`src/adf_pkg.sv`:
```
/*
  Constants shared by the converter output formatter and its buffer.
  Assumes a single 100 MHz reference clock and synchronous reset.
*/
`default_nettype none
package adf_pkg;
  // output word and raw conversion result widths
  localparam int SAMPLE_W = 8;
  localparam int CODE_W   = 9;
  // out-of-range codes at both ends of the result span
  localparam logic [CODE_W-1:0]   CODE_LOW  = 9'h000;
  localparam logic [CODE_W-1:0]   CODE_HIGH = 9'h100;
  localparam logic [SAMPLE_W-1:0] WORD_SAT  = 8'hFF;
  // reset value of the sample word pair
  localparam logic [SAMPLE_W-1:0] WORD_RST  = 8'h00;
  // format select level that asks for natural binary
  localparam logic FORMAT_BINARY = 1'b1;
  // buffer entry: out-of-range flag above the coded word
  localparam int ENTRY_W   = SAMPLE_W + 1;
  localparam int ENTRY_OOR = SAMPLE_W;
  // synchroniser length
  localparam int SYNC_LEN = 2;
  // ready strobe control states, one-hot
  typedef enum logic [1:0] {
    ADF_READY_HELD = 2'b01,
    ADF_READY_RUN  = 2'b10
  } adf_ready_state_t;
endpackage
`default_nettype wire

```
`src/adf_pair_buffer.sv`:
```
/*
  Two-entry buffer with valid/ready on both sides; read data come from the head register.
  Assumes both sides run on the same clock as the buffer.
*/
`timescale 1ns/100ps
`default_nettype none
module adf_pair_buffer #(
  parameter int WIDTH = 9
) (
  // clock and reset
  input  wire logic             i_ref_clk,
  input  wire logic             i_reset,
  // fill side
  input  wire logic             i_wr_valid,
  input  wire logic [WIDTH-1:0] i_wr_data,
  output logic                  o_wr_ready,
  // drain side
  output logic                  o_rd_valid,
  output logic [WIDTH-1:0]      o_rd_data,
  input  wire logic             i_rd_ready
);
  logic [WIDTH-1:0] tail;
  logic [1:0]       count;
  logic [1:0]       next_count;

  wire push = i_wr_valid && o_wr_ready;
  wire pop  = o_rd_valid && i_rd_ready;
  // head takes new data when empty, or when draining a single entry
  wire load_head_wr = push && ((count == 2'h0) || (count == 2'h1 && pop));
  wire load_head_tl = pop && (count == 2'h2);
  wire load_tail    = push && !load_head_wr;

  assign o_wr_ready = (count != 2'h2);
  assign o_rd_valid = (count != 2'h0);
  assign next_count = count + {1'b0, push} - {1'b0, pop};

  always_ff @(posedge i_ref_clk) begin
    if (i_reset) begin
      count <= 2'h0;
    end else begin
      count <= next_count;
    end
  end

  always_ff @(posedge i_ref_clk) begin
    if (load_head_tl) begin
      o_rd_data <= tail;
    end else if (load_head_wr) begin
      o_rd_data <= i_wr_data;
    end
    if (load_tail) begin
      tail <= i_wr_data;
    end
  end
endmodule
`default_nettype wire

```
`src/adf_output_format.sv`:
```
/*
  Digital output side of an 8-bit converter: binary or Gray coding, out-of-range flag,
  data ready strobe with its own asynchronous low-active reset, and complementary pairs.
  Assumes the quantizer result arrives on the reference clock; the encoding clock,
  format select and ready reset come from pins and are synchronised here.
*/
`timescale 1ns/100ps
`default_nettype none
module adf_output_format
  import adf_pkg::*;
(
  // clock and reset
  input  wire logic                          i_ref_clk,
  input  wire logic                          i_reset,
  // pins from outside the clock domain
  input  wire logic                          i_encode_clock,
  input  wire logic                          i_format_select_n,
  input  wire logic                          i_ready_reset_n,
  // quantizer result, same clock
  input  wire logic [adf_pkg::CODE_W-1:0]    i_conv_code,
  // capture side back-pressure
  input  wire logic                          i_capture_ready,
  // output pairs
  output logic [adf_pkg::SAMPLE_W-1:0]       o_sample_bits,
  output logic [adf_pkg::SAMPLE_W-1:0]       o_sample_bits_inv,
  output logic                               o_out_of_range,
  output logic                               o_out_of_range_inv,
  output logic                               o_data_ready,
  output logic                               o_data_ready_inv,
  // status
  output logic                               o_sample_valid,
  output logic                               o_overrun
);
  import adf_pkg::*;

  logic [SYNC_LEN-1:0] enc_sync;
  logic [SYNC_LEN-1:0] fmt_sync;
  logic [SYNC_LEN-1:0] rdy_sync;
  logic                enc_prev;
  adf_ready_state_t    ready_state;
  adf_ready_state_t    next_ready_state;

  // two-flop synchronisers; only the last stage is read
  always_ff @(posedge i_ref_clk) begin
    if (i_reset) begin
      enc_sync <= '0;
    end else begin
      enc_sync <= {enc_sync[SYNC_LEN-2:0], i_encode_clock};
    end
  end

  // an open format pin reads high, so reset to the binary level
  always_ff @(posedge i_ref_clk) begin
    if (i_reset) begin
      fmt_sync <= {SYNC_LEN{FORMAT_BINARY}};
    end else begin
      fmt_sync <= {fmt_sync[SYNC_LEN-2:0], i_format_select_n};
    end
  end

  // starts low so toggling waits for a clean released level
  always_ff @(posedge i_ref_clk) begin
    if (i_reset) begin
      rdy_sync <= '0;
    end else begin
      rdy_sync <= {rdy_sync[SYNC_LEN-2:0], i_ready_reset_n};
    end
  end

  // previous synchronised encode level for the rise detector
  always_ff @(posedge i_ref_clk) begin
    if (i_reset) begin
      enc_prev <= 1'b0;
    end else begin
      enc_prev <= enc_sync[SYNC_LEN-1];
    end
  end

  wire enc_level = enc_sync[SYNC_LEN-1];
  wire fmt_level = fmt_sync[SYNC_LEN-1];
  wire rdy_level = rdy_sync[SYNC_LEN-1];

  wire enc_rise = enc_level && !enc_prev;

  wire code_low    = (i_conv_code == CODE_LOW);
  wire code_high   = (i_conv_code == CODE_HIGH);
  wire code_oor    = code_low || code_high;
  // top code saturates since 256 does not fit the word
  wire [SAMPLE_W-1:0] bin_word = code_high ? WORD_SAT : i_conv_code[SAMPLE_W-1:0];

  // gray or binary, one generate per bit
  wire [SAMPLE_W-1:0] gray_word;
  genvar gi;
  generate
    for (gi = 0; gi < SAMPLE_W; gi++) begin : g_gray
      if (gi == SAMPLE_W - 1) begin : g_top
        assign gray_word[gi] = bin_word[gi];
      end else begin : g_low
        assign gray_word[gi] = bin_word[gi] ^ bin_word[gi+1];
      end
    end
  endgenerate
  wire [SAMPLE_W-1:0] coded_word = (fmt_level == FORMAT_BINARY) ? bin_word : gray_word;

  // buffer between sampler and output stage
  wire                 buf_wr_ready;
  wire                 buf_rd_valid;
  wire [ENTRY_W-1:0]   buf_rd_data;
  wire [ENTRY_W-1:0]   entry = {code_oor, coded_word};
  // output stage is free when empty or being drained this cycle
  wire                 out_free  = !o_sample_valid || i_capture_ready;
  wire                 out_load  = buf_rd_valid && out_free;
  wire                 out_drain = o_sample_valid && i_capture_ready;
  wire [SAMPLE_W-1:0]  out_word  = buf_rd_data[SAMPLE_W-1:0];
  wire                 out_oor   = buf_rd_data[ENTRY_OOR];

  adf_pair_buffer #(
    .WIDTH(ENTRY_W)
  ) u_buf (
    .i_ref_clk  (i_ref_clk),
    .i_reset    (i_reset),
    .i_wr_valid (enc_rise),
    .i_wr_data  (entry),
    .o_wr_ready (buf_wr_ready),
    .o_rd_valid (buf_rd_valid),
    .o_rd_data  (buf_rd_data),
    .i_rd_ready (out_free)
  );

  // a sample lost only when both entries and the output stage are full
  always_ff @(posedge i_ref_clk) begin
    if (i_reset) begin
      o_overrun <= 1'b0;
    end else if (enc_rise && !buf_wr_ready) begin
      o_overrun <= 1'b1;
    end
  end

  always_ff @(posedge i_ref_clk) begin
    if (i_reset) begin
      o_sample_bits     <= WORD_RST;
      o_sample_bits_inv <= ~WORD_RST;
    end else if (out_load) begin
      o_sample_bits     <= out_word;
      o_sample_bits_inv <= ~out_word;
    end
  end

  always_ff @(posedge i_ref_clk) begin
    if (i_reset) begin
      o_out_of_range     <= 1'b0;
      o_out_of_range_inv <= 1'b1;
    end else if (out_load) begin
      o_out_of_range     <= out_oor;
      o_out_of_range_inv <= ~out_oor;
    end
  end

  always_ff @(posedge i_ref_clk) begin
    if (i_reset) begin
      o_sample_valid <= 1'b0;
    end else if (out_load) begin
      o_sample_valid <= 1'b1;
    end else if (out_drain) begin
      o_sample_valid <= 1'b0;
    end
  end

  // resume only once the released level is synchronised
  always_comb begin
    next_ready_state = ready_state;
    case (ready_state)
      ADF_READY_HELD: begin
        if (rdy_level) begin
          next_ready_state = ADF_READY_RUN;
        end
      end
      ADF_READY_RUN: begin
        if (!rdy_level) begin
          next_ready_state = ADF_READY_HELD;
        end
      end
      default: begin
        next_ready_state = ADF_READY_HELD;
      end
    endcase
  end

  always_ff @(posedge i_ref_clk) begin
    if (i_reset) begin
      ready_state <= ADF_READY_HELD;
    end else begin
      ready_state <= next_ready_state;
    end
  end

  wire ready_toggle = out_load && (ready_state == ADF_READY_RUN);

  // release is safe: toggling waits on the synchronised level
  // pin clears the strobe without the clock, and holds it while low
  always_ff @(posedge i_ref_clk or negedge i_ready_reset_n) begin
    if (!i_ready_reset_n) begin
      o_data_ready <= 1'b0;
    end else if (i_reset) begin
      o_data_ready <= 1'b0;
    end else if (ready_toggle) begin
      o_data_ready <= ~o_data_ready;
    end
  end

  always_ff @(posedge i_ref_clk or negedge i_ready_reset_n) begin
    if (!i_ready_reset_n) begin
      o_data_ready_inv <= 1'b1;
    end else if (i_reset) begin
      o_data_ready_inv <= 1'b1;
    end else if (ready_toggle) begin
      o_data_ready_inv <= ~o_data_ready_inv;
    end
  end
endmodule
`default_nettype wire

```
`config.mk`:
```
export PLATFORM = sky130hd
export DESIGN_NAME = adf_output_format
export DESIGN_NICKNAME = d
export VERILOG_FILES = /design/src/adf_pkg.sv /design/src/adf_pair_buffer.sv /design/src/adf_output_format.sv
export SDC_FILE = /design/constraint.sdc
export NUM_CORES = 1
export LEC_CHECK = 0
export ABC_CLOCK_PERIOD_IN_PS = 4380
export BUFFER_PORTS_ARGS = -buffer_cell sky130_fd_sc_hd__buf_4
export CAP_MARGIN = 20
export CORE_MARGIN = 2
export CORE_UTILIZATION = 59
export CTS_CLUSTER_SIZE = 10
export DETAILED_ROUTE_END_ITERATION = 10
export HOLD_SLACK_MARGIN = 0.03
export PLACE_DENSITY_LB_ADDON = 0.1
export SLEW_MARGIN = 20
export SYNTH_ARGS = -nofsm -noshare
export SYNTH_HDL_FRONTEND = slang
export SYNTH_SLANG_ARGS = --single-unit
```
`constraint.sdc`:
```
create_clock -name i_ref_clk -period 4.38 [get_ports i_ref_clk]
set_input_delay 0.876 -clock i_ref_clk [delete_from_list [all_inputs] [get_ports i_ref_clk]]
set_output_delay 0.876 -clock i_ref_clk [all_outputs]
set_load 0.03 [all_outputs]
```
After elaboration in Yosys (flattened, before gate mapping)

Cells that the tools add are included.

Output and inout bits: 22
Bits in latches: 0
Input bits: 15
Memories kept: 0
Bits in registers: 51
RAM bits: 0
ROM bits: 0

Muxes and demuxes: 13
Shift-type cells: 0
Reductions and logical operators: 24
Equality and inequality tests: 8
Div/mod/pow operators: 0
Bitwise gates (word level): 11
$add $sub $neg: 2
Multiply operators: 0
$lt $le $gt $ge: 0

Operators with widths:

| cell                                          | number |
|---|---|
| 2-to-1 mux 9 bit                              | 2 |
| logical AND 1 bit                             | 10 |
| == test 9 bit, second input constant          | 1 |
| zero test 9 bit                               | 1 |
| 2-to-1 mux 8 bit                              | 1 |
| inverter 8 bit                                | 1 |
| nonzero test 2 bit                            | 4 |
| 2-to-1 mux 7 bit                              | 1 |
| XOR 1 bit                                     | 7 |
| 2-to-1 mux 1 bit                              | 6 |
| != test 2 bit, second input constant          | 3 |
| == test 2 x 1 -> 1 bit, second input constant | 2 |
| == test 2 bit, second input constant          | 2 |
| zero test 1 bit                               | 4 |
| 2-to-1 mux 2 bit                              | 2 |
| one-hot mux 2 bit (2 select lines)            | 1 |
| logical OR 1 bit                              | 3 |
| inverter 1 bit                                | 3 |
| adder 2 x 1 -> 2 bit                          | 1 |
| zero test 2 bit                               | 1 |
| AND reduction 2 bit                           | 1 |
| subtractor 2 x 1 -> 2 bit                     | 1 |

Logic depth before layout (Yosys ltp)

Gate-level depths: netlist of run 1.

Word-level depth: 8
Mapped depth: 10
Gate-level depth less buffers: 9

Cells and area by module

From an unflattened synthesis of run 1, not the netlist that was laid out.

Cells, all modules: 192
Area, all modules: 2142.1 sq um

By module, submodules not included:

| module            | area an instance (sq um) | cells each | sequential area each (sq um) | instances |
|---|---|---|---|---|
| adf_output_format | 1331.3                   | 147        | 631.9                        | 1 |
| adf_pair_buffer   | 810.8                    | 45         | 580.6                        | 1 |

Least setup slack after synthesis of run 1

No wires, ideal clock.

Kind: input -> register
Start point: input i_capture_ready
End point: register u_buf.o_rd_data[0], enable pin
Cell stages on the path: 4
Data arrival time: 2146 ps
Path slack: 1844 ps
Required time: 3990 ps
Cells stage by stage: nand2b_1 -> clkbuf_1 -> nor2_1 -> o31ai_1

Longest elaborated chain between the ends: 6
Elaborated cells on any way between the ends: 7

RTL lines:

| what                           | RTL line                 | source |
|---|---|---|
| start: declaration             | adf_output_format.sv:22  | `input wire logic i_capture_ready,` |
| logical OR 1 bit *             | adf_output_format.sv:111 | `wire out_free = !o_sample_valid \|\| i_capture_ready;` |
| logical AND 1 bit *            | adf_pair_buffer.sv:27    | `wire pop = o_rd_valid && i_rd_ready;` |
| logical AND 1 bit              | adf_pair_buffer.sv:29    | `wire load_head_wr = push && ((count == 2'h0) \|\| (count == 2'h1 && pop));` |
| logical OR 1 bit               | adf_pair_buffer.sv:29    |  |
| logical AND 1 bit              | adf_pair_buffer.sv:29    |  |
| nonzero test 2 bit (no line) * | n/a                      |  |
| end signal: assignment         | adf_pair_buffer.sv:47    | `o_rd_data <= tail;` |
| end signal: assignment         | adf_pair_buffer.sv:49    | `o_rd_data <= i_wr_data;` |
| end: declaration               | adf_pair_buffer.sv:19    | `output logic [WIDTH-1:0] o_rd_data,` |

Mark *: on every way between the ends. The rest lies on a longest branch, timed or not.
A chain may end at the register's enable or synchronous reset.

Worst setup path after layout of run 1

Start point: input i_capture_ready
End point: register u_buf.count[1]

Longest elaborated chain between the ends: 3

RTL lines:

| what                      | RTL line                 | source |
|---|---|---|
| logical OR 1 bit          | adf_output_format.sv:111 |  |
| logical AND 1 bit         | n/a                      |  |
| net out_load              | adf_output_format.sv:112 | `wire out_load = buf_rd_valid && out_free;` |
| subtractor 2 x 1 -> 2 bit | adf_pair_buffer.sv:35    | `assign next_count = count + {1'b0, push} - {1'b0, pop};` |
| end signal: assignment    | adf_pair_buffer.sv:41    | `count <= next_count;` |
| end: declaration          | adf_pair_buffer.sv:23    | `logic [1:0] count;` |

The timed path passes the listed nets, and every way through them passes these cells.

==> results of run 1 <==
==> cell usage in the layout (no fill, tap or decap), types with 6 or more instances in the layout <==
master    Yosys  layout
nand3_1       9       9
a21oi_1      11      11
inv_1        10      10
nand2_1      15      15
nor2_1       12      12
dfxtp_1      31      31
nor2b_1       8       8
buf_4         0      36
o21ai_0       9       9
mux2_2        6       6
nand2b_1     15      15
edfxtp_1     18      18
==> per-stage QoR <==
stage                     hold WS [ns]  area (um2)
after detailed placement         0.407        2410
after global placement           0.398        2410
after floorplan                  0.387        2110
final                            0.269        2500
after CTS                        0.260        2490
after global routing             0.250        2500
==> worst max-delay path by stage <==
stage                     depth (start not counted)                  to  slack (ns)       startpoint
final                                            10      u_buf.count[1]        2.01  i_capture_ready
after global routing                             10      u_buf.count[1]        1.79  i_capture_ready
after CTS                                         4  u_buf.o_rd_data[5]        1.99  i_capture_ready
after detailed placement                          4  u_buf.o_rd_data[4]        1.59  i_capture_ready
after global placement                            4  u_buf.o_rd_data[3]        1.72  i_capture_ready
after floorplan                                   4  u_buf.o_rd_data[0]        1.84  i_capture_ready
==> cell type report <==
cell class                 instances  area [um2]  share of cell area
tap                               46        57.6              0.0230
timing repair buffer              36         270               0.108
sequential                        51        1210               0.485
clock buffer                       7        76.3              0.0306
clock inverter                     1        5.00             0.00200
inverter                          11        41.3              0.0165
multi-input combinational        125         835               0.334
==> cells in the mapped netlist, types with 2 or more instances <==
master	number
nand4_1	2
nand3_2	2
buf_2	2
mux2_2	6
nor2b_1	8
ha_1	4
or2_2	3
nand2b_1	15
nor3_1	3
clkbuf_1	4
nor2_1	12
nand2_1	15
xnor2_1	4
a21oi_1	11
o21ai_0	9
inv_1	10
nand3_1	9
dfxtp_1	31
xor2_1	2
a31oi_1	5
edfxtp_1	18
==> power by group <==
| part | internal, W | switching (W) |
|---|---|---|
| Clock | 0.000112 | 0.000139 |
| Combinational | 0.000207 | 0.000343 |
| Sequential | 0.000597 | 0.0000513 |
==> flip-flops by register name, summed over array words and instances, names as in the netlist, 2 cells and up <==
signal and flops:
fmt_sync 2, u_buf.count 2, enc_sync 2, ready_state 2, rdy_sync 2, u_buf.tail 9
o_sample_bits_inv 8, o_sample_bits 8, u_buf.o_rd_data 9
==> worst max-delay path: cells and delay by family <==
kind | cells | cell delay, ns
and+or+nand+nor | 3 | 0.68
xor gates and xnor gates | 2 | 0.32
buffers and inverters | 3 | 0.29
adders and majority gates | 2 | 0.46
==> kinds of logic after synthesis <==
logic type,share of synthesized area
flip-flops,0.575
buffers and inverters,0.0333
XOR/XNOR,0.0249
adder cells (fa/ha/maj),0.0238
multiplexers,0.0445
AND/OR/NAND/NOR,0.208
AO/OA/AOI/OAI,0.0897
==> metal layers <==
layer	vias to the layer above	share of wire
li1	744	-
met2	37	0.49
met4	0	0.013
met5	-	0
met3	5	0.047
met1	678	0.45
==> out/metrics.cfg, run 1 <==
[yosys]
synth-edff-count=18
ys_types=40
ys_async_sr_fraction=0.0392
synthFlopType=dfxtp_1
synth_area_leaders=dfxtp_1, edfxtp_1, nand2b_1
netlist_area_mm2=0.00211
seq_area_frac_synth=0.575
synth_nets=213
synth.largest_area_cell=dfxtp_1
yosys_register_bits=51
synth_top_cell_area_share=0.295
yosys_warnings=0
synth_cells=194
synth_area_per_cell_um2=10.9

[routing]
first_pass_iters=4
post_drt_wl_per_cell_um=12.6
detail-route-antenna-nets=0
wl_um=3490
via_per_inst=5.29
vias=1464
drc=0
drt_iter0_drc=103

[cts]
post-cts-setup-buffer-count=0
post_cts_resized=0
clkSinkCount=51
clockRootBuffer=clkbuf_4
cts_made_buffers=5
clkLatencyLatePin_ns=0.36
htree_levels=2
path_clk_slew_ns=0.13
hold_buffers=0
clock_path_buffers=2
cts_tree=done

[floorplanning]
dieWidth_um=63.8
initial_core_util=0.622
dieArea_mm2=0.00407
ios=37
die_y_um=63.8
coreArea_mm2=0.00339
num_rows=21

[global_route]
grt_busiest_layer=met2
grt_use_total=0.191
overflow=0
grt_max_degree=33
met3_usage=0.0423
grt.met1_usage=0.231
antenna_found_initial=0
use_met2=0.332
grt_pass1_wl_um=6020
grt_pass1_vias=1376

[placement]
numPortBuffers=36
place_hpwl_um=2650
placedCellCount=269
place.gp.congestion=0.762
dp_slack_ns=1.59

[setup_path]
critPathLaunchType=input pin
crit_path_max_fanout=13
cp_cell_sequence=buf_4, nand2b_1, nand2_2, inv_2, ha_1, inv_1, ha_1, xor2_1, xnor2_1, nor2_1
worstSetupPathType=in2reg
cp-end-kind=register
critPathRequiredTime_ns=4.64
cp.arrival_ns=2.63
rr_worst_depth=9
crit_slowest_cell=nand2b_1
r2r_setup_slack_ns=2.21
cpMostUsedCell=ha_1
reg2reg_from=u_buf.count[1]
r2r-end=u_buf.count[1]
max_stage_delay_ns=0.34

[power]
total_leakage_power_nw=1.01
p_total_w=0.00145
pwr_density_cell_mw_per_mm2=581
irDropWorstVdd_mv=0.252

[timing]
timing.final.crit_share=0.542
worst_pin_slew_ns=0.734
final.min_clock_period_ns=2.37
finalClockSkew_ns=0.00722
slew_violations=0
rsz0062_at_grt=no
finalHoldViolations=0
fin_setup_tns_ns=0
finalSetupViolCount=0
max_slew_margin=0.508
fmax_mhz=421
layout_setup_ws_ns=2.01

[hold_path]
hold_path_class=in2async

[job]
cap_viol_max_count=0

[final_layout]
fillers=243
finish.utilization=0.737
stdcell_count=277
drive_gt1_frac=0.277
nNetsFinal=249
area_growth_pct=18.5
antenna_cells=0

[outcome]
status=finished clean

Power figures use the tool's default switching activity.
==> inputs of run 2 (changes only) <==
--- a/config.mk
+++ b/config.mk
@@ -5,11 +5,11 @@
 export SDC_FILE = /design/constraint.sdc
 export NUM_CORES = 1
 export LEC_CHECK = 0
-export ABC_CLOCK_PERIOD_IN_PS = 4380
+export ABC_CLOCK_PERIOD_IN_PS = 2250
 export BUFFER_PORTS_ARGS = -buffer_cell sky130_fd_sc_hd__buf_4
 export CAP_MARGIN = 20
 export CORE_MARGIN = 2
-export CORE_UTILIZATION = 59
+export CORE_UTILIZATION = 54
 export CTS_CLUSTER_SIZE = 10
 export DETAILED_ROUTE_END_ITERATION = 10
 export HOLD_SLACK_MARGIN = 0.03
==> constraint.sdc (replaced) <==
create_clock -name i_ref_clk -period 2.25 [get_ports i_ref_clk]
set_input_delay 0.45 -clock i_ref_clk [delete_from_list [all_inputs] [get_ports i_ref_clk]]
set_output_delay 0.45 -clock i_ref_clk [all_outputs]
set_load 0.03 [all_outputs]
==> run 2 against run 1 <==
Effect of this change:
- highest routed layer unchanged
- register-to-register slack lost 1.9 ns
- critical path type is now reg2reg
- largest power group unchanged
- first-iteration DRC count shrank 43%
- combinational power grew 100%
==> out/metrics.cfg, run 2 (synthesis results as in run 1) <==
[routing]
via_per_inst=5.18  ; was 5.29
drc=0  ; unchanged
first_pass_iters=4  ; unchanged
vias=1470  ; was 1464
drt_iter0_drc=59  ; was 103
detail-route-antenna-nets=0  ; unchanged
wl_um=3690  ; was 3490 um
post_drt_wl_per_cell_um=13.0  ; was 12.6 um

[setup_path]
cp.arrival_ns=2.14  ; was 2.63 ns
worstSetupPathType=reg2reg  ; was in2reg
r2r-end=u_buf.count[1]  ; unchanged
rr_worst_depth=9  ; unchanged
critPathLaunchType=register  ; was input pin
cp-end-kind=register  ; unchanged
r2r_setup_slack_ns=0.30  ; was 2.21 ns
critPathRequiredTime_ns=2.44  ; was 4.64 ns
reg2reg_from=u_buf.count[1]  ; unchanged
crit_path_max_fanout=10  ; was 13

[cts]
clkLatencyLatePin_ns=0.30  ; was 0.36 ns
clock_path_buffers=2  ; unchanged
post-cts-setup-buffer-count=0  ; unchanged
path_clk_slew_ns=0.08  ; was 0.13 ns
cts_tree=done  ; unchanged
clkSinkCount=51  ; unchanged
post_cts_resized=0  ; unchanged
htree_levels=2  ; unchanged
hold_buffers=1  ; was 0
clockRootBuffer=clkbuf_8  ; was clkbuf_4
cts_made_buffers=5  ; unchanged

[placement]
numPortBuffers=36  ; unchanged
place.gp.congestion=0.768  ; was 0.762
place_hpwl_um=2750  ; was 2650 um
placed_area_mm2=0.00244  ; was 0.00241 mm2
dp_slack_ns=0.255  ; was 1.59 ns

[timing]
hold_slack_ns=0.332  ; was 0.269 ns
worst_pin_slew_ns=0.454  ; was 0.734 ns
final.min_clock_period_ns=1.95
finalSetupViolCount=0  ; unchanged
max_slew_margin=0.697  ; was 0.508
fmax_mhz=513
timing.final.crit_share=0.866
layout_setup_ws_ns=0.302  ; was 2.01 ns
finalHoldViolations=0  ; unchanged
slew_violations=0  ; unchanged
fin_setup_tns_ns=0  ; unchanged
rsz0062_at_grt=no  ; unchanged
finalClockSkew_ns=0.00599  ; was 0.00722 ns

[power]
total_leakage_power_nw=1.04  ; was 1.01 nW
irDropWorstVdd_mv=0.456  ; was 0.252 mV
pwr_density_cell_mw_per_mm2=1140  ; was 581 mW/mm2

[final_layout]
stdcell_area_mm2=0.00255  ; was 0.00250 mm2
final_common_cell=buf_4  ; unchanged
nNetsFinal=254  ; was 249
regArea_mm2=0.00121  ; unchanged
antenna_cells=0  ; unchanged
largestRegisters=u_buf.o_rd_data x9, u_buf.tail x9  ; unchanged
area_growth_pct=21.0  ; was 18.5%
final_cell_mix=buf_4, dfxtp_1, edfxtp_1, nand2b_1, nand2_1  ; unchanged
multi_input_area_um2=825  ; was 835 um2
drive_gt1_frac=0.280  ; was 0.277
fillers=298  ; was 243

[job]
cap_viol_max_count=0  ; unchanged

[global_route]
grt_pass1_vias=1363  ; was 1376
grt_pass1_wl_um=6330  ; was 6020 um
antenna_found_initial=0  ; unchanged
overflow=0  ; unchanged
grt_use_total=0.192  ; was 0.191
grt_max_degree=33  ; unchanged

[floorplanning]
num_rows=22  ; was 21
dieArea_mm2=0.00442  ; was 0.00407 mm2
dieWidth_um=66.5  ; was 63.8 um
ios=37  ; unchanged
die_y_um=66.5  ; was 63.8 um
initial_core_util=0.567  ; was 0.622
coreArea_mm2=0.00372  ; was 0.00339 mm2

[hold_path]
hold_end=fmt_sync[0]
hold_path_class=in2reg  ; was in2async
min_delay_path_depth=2
min_from=i_format_select_n

[outcome]
status=finished clean  ; unchanged

==> run 2: cell type report <==
| type | instances | area share |
|---|---|---|
| inverter | 11 | 0.0162 |
| clock buffer | 8 | 0.0397 |
| multi-input combinational | 125 | 0.323 |
| tap | 48 | 0.0236 |
| sequential | 51 | 0.475 |
| timing repair buffer | 41 | 0.122 |
==> run 2: per-stage QoR <==
step	power, W	utilization	instances
after CTS	0.00295	0.686	284
after floorplan	0.00203	-	194
after global routing	0.00312	0.686	284
after global placement	0.00234	0.656	275
final	0.00292	0.686	284
after detailed placement	0.00239	0.656	275
==> run 2: worst max path at each step <==
stage / from / to / slack (ns) / cells after the start
floorplan: i_capture_ready / u_buf.o_rd_data[0] / 0.14 / 4
global placement: i_conv_code[7] / u_buf.o_rd_data[5] / 0.31 / 7
detailed placement: i_conv_code[7] / u_buf.o_rd_data[5] / 0.26 / 7
CTS: u_buf.count[1] / u_buf.count[1] / 0.27 / 9
global route: u_buf.count[1] / u_buf.count[1] / 0.07 / 9
finish: u_buf.count[1] / u_buf.count[1] / 0.30 / 9
==> run 2: where the power goes <==
part           total [W]  internal, W  switching [W]
combinational    0.00110     0.000431       0.000671
sequential       0.00126      0.00116      0.0000947
clock           0.000560     0.000285       0.000275
total            0.00292      0.00188        0.00104
==> run 2: critical path: stages, from the launching register on <==
cell and delay (ns):
dfxtp_1 0.43, or2_1 0.33, nand2_2 0.11, inv_2 0.15
ha_1 0.25, inv_1 0.06, ha_1 0.15, xor2_1 0.19
xnor2_1 0.13, nor2_1 0.05
==> run 2: routing by layer <==
metal,global-route usage,share of wire,vias to the layer above
met2,0.325,0.48,48
met5,0,0,-
met1,0.233,0.44,671
met4,0.0689,0.016,0
li1,-,-,745
met3,0.0557,0.060,6
